### config.mk
export PLATFORM = sky130hd
export DESIGN_NAME = vrsc_top
export DESIGN_NICKNAME = d
export VERILOG_FILES = /design/src/design/vrsc_route_dec.v /design/src/design/vrsc_sync.v /design/src/design/vrsc_top.v
export VERILOG_INCLUDE_DIRS = /design/src /design/src/design
export SDC_FILE = /design/constraint.sdc
export NUM_CORES = 1
export LEC_CHECK = 0
export BUFFER_PORTS_ARGS = -buffer_cell sky130_fd_sc_hd__buf_2
export CAP_MARGIN = 20
export CORE_MARGIN = 2
export CORE_UTILIZATION = 30
export CTS_BUF_LIST = sky130_fd_sc_hd__clkbuf_16
export DETAILED_ROUTE_END_ITERATION = 12
export SETUP_SLACK_MARGIN = 0.3
export SKIP_LAST_GASP = 1
export SYNTH_ARGS = -nofsm -noshare
export SYNTH_HDL_FRONTEND = slang
export SYNTH_SLANG_ARGS = --single-unit
### constraint.sdc
create_clock -name pclk -period 1.25 [get_ports pclk]
set_input_delay 0.1875 -clock pclk [delete_from_list [all_inputs] [get_ports pclk]]
set_output_delay 0.1875 -clock pclk [all_outputs]
set_load 0.01 [all_outputs]
### src/design/vrsc_defs.vh
`ifndef VRSC_DEFS_VH
`define VRSC_DEFS_VH

// Register byte offsets on the APB slave.
`define VRSC_REF_CTRL_OFF 12'h000
`define VRSC_AUX_CTRL_OFF 12'h004
`define VRSC_FIXED_CTRL_OFF 12'h008
`define VRSC_ADC_CFG_OFF 12'h00C
`define VRSC_STATUS_OFF 12'h010

// Reset values.
`define VRSC_REF_CTRL_RST 8'h00
`define VRSC_AUX_CTRL_RST 8'h00
`define VRSC_FIXED_CTRL_RST 8'h00
`define VRSC_ADC_CFG_RST 8'h00

// Field positions in ref_voltage_control.
`define VRSC_POWER_BIT 7
`define VRSC_PIN_OE_BIT 6
`define VRSC_RANGE_LOW_BIT 5
`define VRSC_SRC_EXT_BIT 4
`define VRSC_TAP_MSB 3
`define VRSC_TAP_LSB 0

// Field positions in comparator_aux_control.
`define VRSC_CMP1_SEL_BIT 5
`define VRSC_CMP2_SEL_BIT 4

// Field position in latch_and_fixed_control.
`define VRSC_FIXED_EN_BIT 0

// Field positions in the ADC reference configuration register.
`define VRSC_ADC_POS_BIT 0
`define VRSC_ADC_NEG_BIT 1

// Field positions in the status register.
`define VRSC_ST_CMP1_BIT 0
`define VRSC_ST_CMP2_BIT 1
`define VRSC_ST_OSC_BIT 2
`define VRSC_ST_FIXED_ON_BIT 3
`define VRSC_ST_CURRENT_BIT 4

// Ladder tap arithmetic: output is numerator / denominator of the ladder supply.
`define VRSC_LOW_DENOM 6'h18
`define VRSC_HIGH_DENOM 6'h20
`define VRSC_HIGH_BASE 6'h08

// Function codes of port A pin two.
`define VRSC_PIN2_IO 2'h0
`define VRSC_PIN2_ADJ_REF 2'h1
`define VRSC_PIN2_EXT_NEG 2'h2

`endif

### src/design/vrsc_route_dec.v
`timescale 1ns/1ns
`include "vrsc_defs.vh"

// Source-priority decode for comparator and ADC references and pin functions.
module vrsc_route_dec
(
    input wire src_external,
    input wire pin_out_en,
    input wire adc_pos_cfg,
    input wire adc_neg_cfg,
    output reg cmp_pos_ext,
    output reg cmp_neg_ext,
    output reg adc_pos_ext,
    output reg adc_neg_ext,
    output reg [1:0] pin_two_func,
    output reg pin_three_ext
);

always @*
begin
    // comparator reference routing
    cmp_pos_ext = src_external;
    cmp_neg_ext = src_external & (adc_neg_cfg | ~pin_out_en);
    // ADC reference routing
    adc_pos_ext = adc_pos_cfg;
    adc_neg_ext = adc_neg_cfg;
    // pin two function
    if (adc_neg_cfg || (src_external && !pin_out_en))
        pin_two_func = `VRSC_PIN2_EXT_NEG;
    else if (pin_out_en)
        pin_two_func = `VRSC_PIN2_ADJ_REF;
    else
        pin_two_func = `VRSC_PIN2_IO;
    // pin three function
    pin_three_ext = adc_pos_cfg | src_external;
end

endmodule // vrsc_route_dec

### src/design/vrsc_sync.v
`timescale 1ns/1ns

// Two-stage synchroniser for levels arriving from outside the pclk domain.
module vrsc_sync
#(
    parameter WIDTH = 1
)
(
    input wire pclk,
    input wire presetn,
    input wire [WIDTH-1:0] async_in,
    output wire [WIDTH-1:0] sync_out
);

reg [WIDTH-1:0] stage1_reg;
reg [WIDTH-1:0] stage2_reg;

always @(posedge pclk or negedge presetn)
begin
    if (!presetn)
    begin
        stage1_reg <= {WIDTH{1'b0}};
        stage2_reg <= {WIDTH{1'b0}};
    end
    else
    begin
        stage1_reg <= async_in;
        stage2_reg <= stage1_reg;
    end
end

assign sync_out = stage2_reg;

endmodule // vrsc_sync

### src/design/vrsc_top.v
// Contract
// Ladder powered while the power enable bit is set, down when clear.
// No comparator setting alters ladder enable, range or tap.
// Range bit one picks low range, zero picks high range.
// Four-bit tap code from low bits, sixteen levels, values 0 to 15.
// Low range output is tap code over 24 of ladder supply.
// High range output is quarter supply plus tap code over 32.
// Source bit one feeds ladder from external pins, zero from rails.
// Output enable bit connects the adjustable reference to port A pin two.
// Fixed reference on when its enable is set or fast oscillator runs.
// Fixed enable clear clamps adjustable output to ground, no ladder current.
// Software waits for settling after enabling fixed reference; no ready flag.
// Comparator 1 select picks adjustable reference and ladder current, else fixed.
// Comparator 2 select picks adjustable reference and ladder current, else fixed.
// Ladder current enable equals OR of both comparator select bits; the code also ANDs it with the fixed enable bit.
// Comparator references follow source bit, negative also needs cfg or no pin.
// ADC references follow ADC config bits only.
// Pin two is external negative, adjustable output, or general I/O.
// Pin three is external positive when ADC bit 0 or source set.
// Control bits reset to zero, read-write, act after the write edge.
// Comparator status bits show actual comparator results, not pin levels.
`timescale 1ns/1ns
`include "vrsc_defs.vh"

module vrsc_top
#(
    parameter TAP_WIDTH = 4
)
(
    input wire pclk,
    input wire presetn,
    input wire psel,
    input wire penable,
    input wire pwrite,
    input wire [11:0] paddr,
    input wire [31:0] pwdata,
    output reg [31:0] prdata,
    output reg pready,
    output reg pslverr,
    input wire fast_internal_oscillator,
    input wire cmp1_result,
    input wire cmp2_result,
    output reg ladder_power_enable,
    output reg ladder_pin_output_enable,
    output reg ladder_range_low,
    output reg ladder_source_external,
    output reg [TAP_WIDTH-1:0] ladder_tap_code,
    output reg [5:0] ladder_tap_numerator,
    output reg [5:0] ladder_tap_denominator,
    output reg ladder_current_enable,
    output reg adjustable_reference_clamp,
    output reg fixed_reference_on,
    output reg cmp1_adjustable_route,
    output reg cmp2_adjustable_route,
    output reg cmp_pos_ref_external,
    output reg cmp_neg_ref_external,
    output reg adc_pos_ref_external,
    output reg adc_neg_ref_external,
    output reg [1:0] port_a_pin_two_func,
    output reg port_a_pin_three_ext_pos
);

reg [7:0] ref_voltage_control_reg;
reg [7:0] comparator_aux_control_reg;
reg [7:0] latch_and_fixed_control_reg;
reg [7:0] adc_ref_cfg_reg;
reg [7:0] ref_voltage_control_next;
reg [7:0] comparator_aux_control_next;
reg [7:0] latch_and_fixed_control_next;
reg [7:0] adc_ref_cfg_next;
reg [31:0] rdata_next;
reg addr_hit;

wire setup_phase;
wire access_done;
wire wr_access;
wire osc_active;
wire [1:0] cmp_results;
wire ladder_power_en;
wire pin_out_en;
wire range_low;
wire src_external;
wire [TAP_WIDTH-1:0] tap_code;
wire cmp1_sel;
wire cmp2_sel;
wire fixed_en;
wire adc_pos_cfg;
wire adc_neg_cfg;
wire [7:0] status_word;
wire dec_cmp_pos_ext;
wire dec_cmp_neg_ext;
wire dec_adc_pos_ext;
wire dec_adc_neg_ext;
wire [1:0] dec_pin_two_func;
wire dec_pin_three_ext;
wire [5:0] tap_ext;

// The oscillator flag and comparator outputs come from other domains.
vrsc_sync
#(
    .WIDTH(1)
)
u_osc_sync
(
    .pclk(pclk),
    .presetn(presetn),
    .async_in(fast_internal_oscillator),
    .sync_out(osc_active)
);

// raw comparator results
vrsc_sync
#(
    .WIDTH(2)
)
u_cmp_sync
(
    .pclk(pclk),
    .presetn(presetn),
    .async_in({cmp2_result, cmp1_result}),
    .sync_out(cmp_results)
);

assign setup_phase = psel & ~penable;
assign access_done = psel & penable & pready;
assign wr_access = access_done & pwrite & ~pslverr;

// ladder fields only from own register
assign ladder_power_en = ref_voltage_control_reg[`VRSC_POWER_BIT];
assign pin_out_en = ref_voltage_control_reg[`VRSC_PIN_OE_BIT];
assign range_low = ref_voltage_control_reg[`VRSC_RANGE_LOW_BIT];
assign src_external = ref_voltage_control_reg[`VRSC_SRC_EXT_BIT];
// tap code field
assign tap_code = ref_voltage_control_reg[`VRSC_TAP_MSB:`VRSC_TAP_LSB];
assign tap_ext = {{(6-TAP_WIDTH){1'b0}}, tap_code};
assign cmp1_sel = comparator_aux_control_reg[`VRSC_CMP1_SEL_BIT];
assign cmp2_sel = comparator_aux_control_reg[`VRSC_CMP2_SEL_BIT];
assign fixed_en = latch_and_fixed_control_reg[`VRSC_FIXED_EN_BIT];
assign adc_pos_cfg = adc_ref_cfg_reg[`VRSC_ADC_POS_BIT];
assign adc_neg_cfg = adc_ref_cfg_reg[`VRSC_ADC_NEG_BIT];

// status from actual results
assign status_word = {3'h0,
                      ladder_current_enable,
                      fixed_reference_on,
                      osc_active,
                      cmp_results[1],
                      cmp_results[0]};

vrsc_route_dec u_route_dec
(
    .src_external(src_external),
    .pin_out_en(pin_out_en),
    .adc_pos_cfg(adc_pos_cfg),
    .adc_neg_cfg(adc_neg_cfg),
    .cmp_pos_ext(dec_cmp_pos_ext),
    .cmp_neg_ext(dec_cmp_neg_ext),
    .adc_pos_ext(dec_adc_pos_ext),
    .adc_neg_ext(dec_adc_neg_ext),
    .pin_two_func(dec_pin_two_func),
    .pin_three_ext(dec_pin_three_ext)
);

// Read data and the error answer are prepared in the setup phase, so the
// access phase always completes in its first cycle.
always @*
begin
    addr_hit = 1'b1;
    rdata_next = 32'h00000000;
    case (paddr)
        `VRSC_REF_CTRL_OFF:
            rdata_next = {24'h000000, ref_voltage_control_reg};
        `VRSC_AUX_CTRL_OFF:
            rdata_next = {24'h000000, comparator_aux_control_reg};
        `VRSC_FIXED_CTRL_OFF:
            rdata_next = {24'h000000, latch_and_fixed_control_reg};
        `VRSC_ADC_CFG_OFF:
            rdata_next = {24'h000000, adc_ref_cfg_reg};
        `VRSC_STATUS_OFF:
            rdata_next = {24'h000000, status_word};
        default:
            addr_hit = 1'b0;
    endcase
end

always @(posedge pclk or negedge presetn)
begin
    if (!presetn)
    begin
        prdata <= 32'h00000000;
        pready <= 1'b0;
        pslverr <= 1'b0;
    end
    else
    begin
        pready <= setup_phase;
        pslverr <= setup_phase & ~addr_hit;
        if (setup_phase && !pwrite)
            prdata <= rdata_next;
    end
end

// Only implemented bits are writable; the rest read as zero.
always @*
begin
    ref_voltage_control_next = ref_voltage_control_reg;
    comparator_aux_control_next = comparator_aux_control_reg;
    latch_and_fixed_control_next = latch_and_fixed_control_reg;
    adc_ref_cfg_next = adc_ref_cfg_reg;
    if (wr_access)
    begin
        case (paddr)
            `VRSC_REF_CTRL_OFF:
                ref_voltage_control_next = pwdata[7:0];
            `VRSC_AUX_CTRL_OFF:
            begin
                comparator_aux_control_next = 8'h00;
                comparator_aux_control_next[`VRSC_CMP1_SEL_BIT] =
                    pwdata[`VRSC_CMP1_SEL_BIT];
                comparator_aux_control_next[`VRSC_CMP2_SEL_BIT] =
                    pwdata[`VRSC_CMP2_SEL_BIT];
            end
            `VRSC_FIXED_CTRL_OFF:
            begin
                latch_and_fixed_control_next = 8'h00;
                latch_and_fixed_control_next[`VRSC_FIXED_EN_BIT] =
                    pwdata[`VRSC_FIXED_EN_BIT];
            end
            `VRSC_ADC_CFG_OFF:
            begin
                adc_ref_cfg_next = 8'h00;
                adc_ref_cfg_next[`VRSC_ADC_POS_BIT] = pwdata[`VRSC_ADC_POS_BIT];
                adc_ref_cfg_next[`VRSC_ADC_NEG_BIT] = pwdata[`VRSC_ADC_NEG_BIT];
            end
            default:
                ref_voltage_control_next = ref_voltage_control_reg;
        endcase
    end
end

// reset and write update
always @(posedge pclk or negedge presetn)
begin
    if (!presetn)
    begin
        ref_voltage_control_reg <= `VRSC_REF_CTRL_RST;
        comparator_aux_control_reg <= `VRSC_AUX_CTRL_RST;
        latch_and_fixed_control_reg <= `VRSC_FIXED_CTRL_RST;
        adc_ref_cfg_reg <= `VRSC_ADC_CFG_RST;
    end
    else
    begin
        ref_voltage_control_reg <= ref_voltage_control_next;
        comparator_aux_control_reg <= comparator_aux_control_next;
        latch_and_fixed_control_reg <= latch_and_fixed_control_next;
        adc_ref_cfg_reg <= adc_ref_cfg_next;
    end
end

// Every control output is registered once more, so the analog side sees a
// change one edge after the register itself changes.
always @(posedge pclk or negedge presetn)
begin
    if (!presetn)
    begin
        ladder_power_enable <= 1'b0;
        ladder_pin_output_enable <= 1'b0;
        ladder_range_low <= 1'b0;
        ladder_source_external <= 1'b0;
        ladder_tap_code <= {TAP_WIDTH{1'b0}};
        ladder_tap_numerator <= `VRSC_HIGH_BASE;
        ladder_tap_denominator <= `VRSC_HIGH_DENOM;
    end
    else
    begin
        // ladder power
        ladder_power_enable <= ladder_power_en;
        // pin output connect
        ladder_pin_output_enable <= pin_out_en;
        // range select
        ladder_range_low <= range_low;
        // ladder source
        ladder_source_external <= src_external;
        ladder_tap_code <= tap_code;
        if (range_low)
        begin
            // low range tap
            ladder_tap_numerator <= tap_ext;
            ladder_tap_denominator <= `VRSC_LOW_DENOM;
        end
        else
        begin
            // high range tap
            ladder_tap_numerator <= `VRSC_HIGH_BASE + tap_ext;
            ladder_tap_denominator <= `VRSC_HIGH_DENOM;
        end
    end
end

always @(posedge pclk or negedge presetn)
begin
    if (!presetn)
    begin
        ladder_current_enable <= 1'b0;
        adjustable_reference_clamp <= 1'b1;
        fixed_reference_on <= 1'b0;
        cmp1_adjustable_route <= 1'b0;
        cmp2_adjustable_route <= 1'b0;
    end
    else
    begin
        // ladder current
        ladder_current_enable <= (cmp1_sel | cmp2_sel) & fixed_en;
        // clamp to ground
        adjustable_reference_clamp <= ~fixed_en;
        // fixed reference on
        fixed_reference_on <= fixed_en | osc_active;
        // comparator 1 route
        cmp1_adjustable_route <= cmp1_sel;
        // comparator 2 route
        cmp2_adjustable_route <= cmp2_sel;
    end
end

always @(posedge pclk or negedge presetn)
begin
    if (!presetn)
    begin
        cmp_pos_ref_external <= 1'b0;
        cmp_neg_ref_external <= 1'b0;
        adc_pos_ref_external <= 1'b0;
        adc_neg_ref_external <= 1'b0;
        port_a_pin_two_func <= `VRSC_PIN2_IO;
        port_a_pin_three_ext_pos <= 1'b0;
    end
    else
    begin
        // comparator references
        cmp_pos_ref_external <= dec_cmp_pos_ext;
        cmp_neg_ref_external <= dec_cmp_neg_ext;
        // ADC references
        adc_pos_ref_external <= dec_adc_pos_ext;
        adc_neg_ref_external <= dec_adc_neg_ext;
        // pin two function
        port_a_pin_two_func <= dec_pin_two_func;
        // pin three function
        port_a_pin_three_ext_pos <= dec_pin_three_ext;
    end
end

endmodule // vrsc_top

==> impl_metrics.csv <==
group,metric,value,unit
sta,period_share,108.7,%
pwr,vdd_ir_drop_max,0.6222,mV
floorplan,die_h,88.18,um
pwr,p_clk_share,39.8,%
synth,syn-cell-area,2126,um2
floorplan,start_util,31.12,%
clocking,cts.clk_slew.worst_paths,60,ps
synth,synth_flop_cell,"dfrtp_1",
sta,report.final.slew_viol_count,0,
critical_path,path_buf_inv,2,
critical_path,crit_family,"flip-flops",
placed_design,dp.cells,329,
floorplan,die_w,88.18,um
route,drt-total-wl,4431,um
placed_design,hpwl,3148,um
sta,holdWs,14.05,ps
synth,seq_area_frac_synth,60.21,%
grt,grt_pass1_vias,1406,
sta,period_needed,1358,ps
grt,overflow,0,
critical_path,critPathLaunchType,"flop",
outcome,status,"complete, but fails checks",
critical_path,cp.required,1410,ps
cells_and_area,areaGrowthSynthToFinish,43.44,%
critical_path,critPathMaxStageDelay,370,ps
worst_hold_path,hold_class,"in -> reg",
pwr,power_frac_comb,7.2,%
pwr,switching_share,21.58,%
route,vias_per_cell,4.103,
synth,yosys_warnings,0,
cells_and_area,final_common_cell,"buf_2",
synth,synth.distinct_cells,33,
floorplan,rows,30,
synth,syn_inst,165,
pwr,p_sw,680.7,uW
critical_path,slowest_stage,"dfrtp_1",
job,drv_cap,0,
route,wl_per_cell,12.62,um
pwr,p_int,2474,uW
synth,async_flop_share,100.0,%
route,drt_iter0_markers,58,
placed_design,finalWeightedCongestion,0.7961,
sta,setup-violations-final,14,
clocking,clkSinkCount,51,
sta,fin_ws,-108.3,ps
placed_design,port_buffers,65,
clocking,ctsRootBufferMaster,"clkbuf_16",
route,drc_errors,0,
cells_and_area,postLayoutCoreUtil,44.63,%
grt,grt_first_pass_wirelength,7017,um
route,dr.pass1.iters,4,
clocking,clockBufferDepth,2,
grt,track_usage,12.12,%
sta,max_freq,0.7362,GHz
cells_and_area,multi_input_area,809.5,um2
clocking,cts_max_level,2,
pwr,seqPwrFrac,53.0,%
outcome,violations,"setup timing",
sta,hold_violations,0,
sta,skew,5.308,ps
critical_path,r2r_slack,-110,ps
critical_path,crit_chain,"nand3b_1, buf_6, nor2_4, buf_12, mux2_4",
clocking,clk_latency,280,ps
clocking,cts_buffers,5,
cells_and_area,layout.nets,307,
pwr,p_per_area,1035,nW/um2
synth,syn_avg_cell_area,12.88,um2
pwr,leakage,0.001603,uW
cells_and_area,n_fill_cell,639,
cells_and_area,diodes,0,
grt,grt_max_degree,52,
critical_path,path_max_fanout,5,
cells_and_area,stdcell_count,351,
critical_path,critPathCaptureType,"flop",
synth,ys_seq_elements,51,
route,vias,1440,
cells_and_area,final_layout_size_suffix_gt1_share,53.33,%
floorplan,core,6832,um2
cells_and_area,final_cell_mix,"54 x buf_2, 48 x dfrtp_1, 28 x conb_1",
floorplan,die_area,7776,um2
route,ant_nets,0,
sta,rsz0062_at_grt,"true",
critical_path,worst-setup-path-type,"reg -> reg",
synth,synth-edff-count,0,
cells_and_area,final-seq-area,1280,um2
grt,grt_antenna_before_repair,0,
clocking,cts_tree,"done",
floorplan,io_pins,118,
critical_path,cp.arrival,1520,ps
==> per-layer routing <==
| layer | track usage (%) | wire (um) | up-vias |
|---|---|---|---|
| met5 | 0 | 0 | - |
| met4 | 4.683 | 65 | 0 |
| met3 | 4.336 | 344 | 4 |
| met2 | 17.77 | 2078 | 57 |
| met1 | 16.45 | 1942 | 708 |
| li1 | - | - | 671 |
==> metrics by stage <==
stage / total power (uW) / worst slack [ps] / TNS [ps] / area, um2
global placement: 1908 / -417.4 / -6137 / 2556
global route: 3318 / -182.1 / -2230 / 3049
floorplan: 1852 / -177.1 / -2284 / 2252
finish: 3155 / -108.3 / -1223 / 3049
detailed placement: 1910 / -460.0 / -6601 / 2556
CTS: 3208 / -121.9 / -1387 / 2945
==> area by class of cell <==
type / instances / share of cell area [%]
well taps: 96 / 3.939
flip-flops and latches: 51 / 41.98
multi-input cells: 96 / 26.55
inverters: 7 / 0.8617
clock inverters: 3 / 0.4103
repair buffers: 93 / 22.16
clock buffers: 5 / 4.103
==> cell usage after synthesis (2+ instances only) <==
| cell type | instances | area, um2 |
|---|---|---|
| o31ai_1 | 5 | 37.54 |
| nand2_1 | 9 | 33.78 |
| inv_1 | 7 | 26.28 |
| nor2_1 | 6 | 22.52 |
| dfstp_2 | 3 | 78.83 |
| nor2b_1 | 3 | 18.77 |
| nand2b_1 | 2 | 12.51 |
| a21oi_1 | 2 | 10.01 |
| o41ai_1 | 2 | 17.52 |
| clkbuf_1 | 2 | 7.510 |
| buf_4 | 34 | 255.2 |
| buf_2 | 2 | 10.01 |
| mux2i_1 | 5 | 50.05 |
| mux2_2 | 15 | 168.9 |
| or2_2 | 2 | 12.51 |
| nor3_1 | 2 | 10.01 |
| dfrtp_1 | 48 | 1201 |
==> cells by family after synthesis <==
logic type / after synthesis / share of synthesized area [%]
DFF: 51 / 60.21
buffers and inverters: 45 / 14.07
and+or+nand+nor: 33 / 9.947
muxes: 20 / 10.30
AOI/OAI and AO/OA: 14 / 4.709
adders and majority gates: 1 / 0.5885
other: 1 / 0.1764
==> timing repair <==
action                                  in CTS  in global routing
pin swaps                                   10                  5
hold buffers                                 1                  0
gates resized for setup                     36                 10
hold endpoints to repair                    48                  0
buffers inserted                             8                  5
endpoints found under the setup margin      60                 61
==> worst reg2reg max path, stage by stage, from the launching register on <==
cell and delay, ps:
dfrtp_1 370, nand3b_1 160, buf_6 150, nor2_4 130, buf_12 140, mux2_4 290
==> power by group through the flow <==
stage / Combinational (uW) / Clock [uW] / Sequential (uW)
floorplan: 149 / 0 / 1700
global placement: 206 / 0 / 1700
detailed placement: 208 / 0 / 1700
CTS: 228 / 1310 / 1670
global route: 258 / 1390 / 1670
finish: 228 / 1260 / 1670
==> final timing paths <==
kind,startpoint,to,cells after the start
hold / removal,fast_internal_oscillator,u_osc_sync.stage1_reg,1
hold reg to reg,u_cmp_sync.stage1_reg[1],u_cmp_sync.sync_out[1],0
setup / recovery,pslverr,ref_voltage_control_reg[3],5
setup reg to reg,pslverr,ref_voltage_control_reg[3],5
max in group asynchronous,presetn,adjustable_reference_clamp,3
min in group asynchronous,presetn,ref_voltage_control_reg[7],3
No activity file was read; power rests on OpenSTA's default activity.
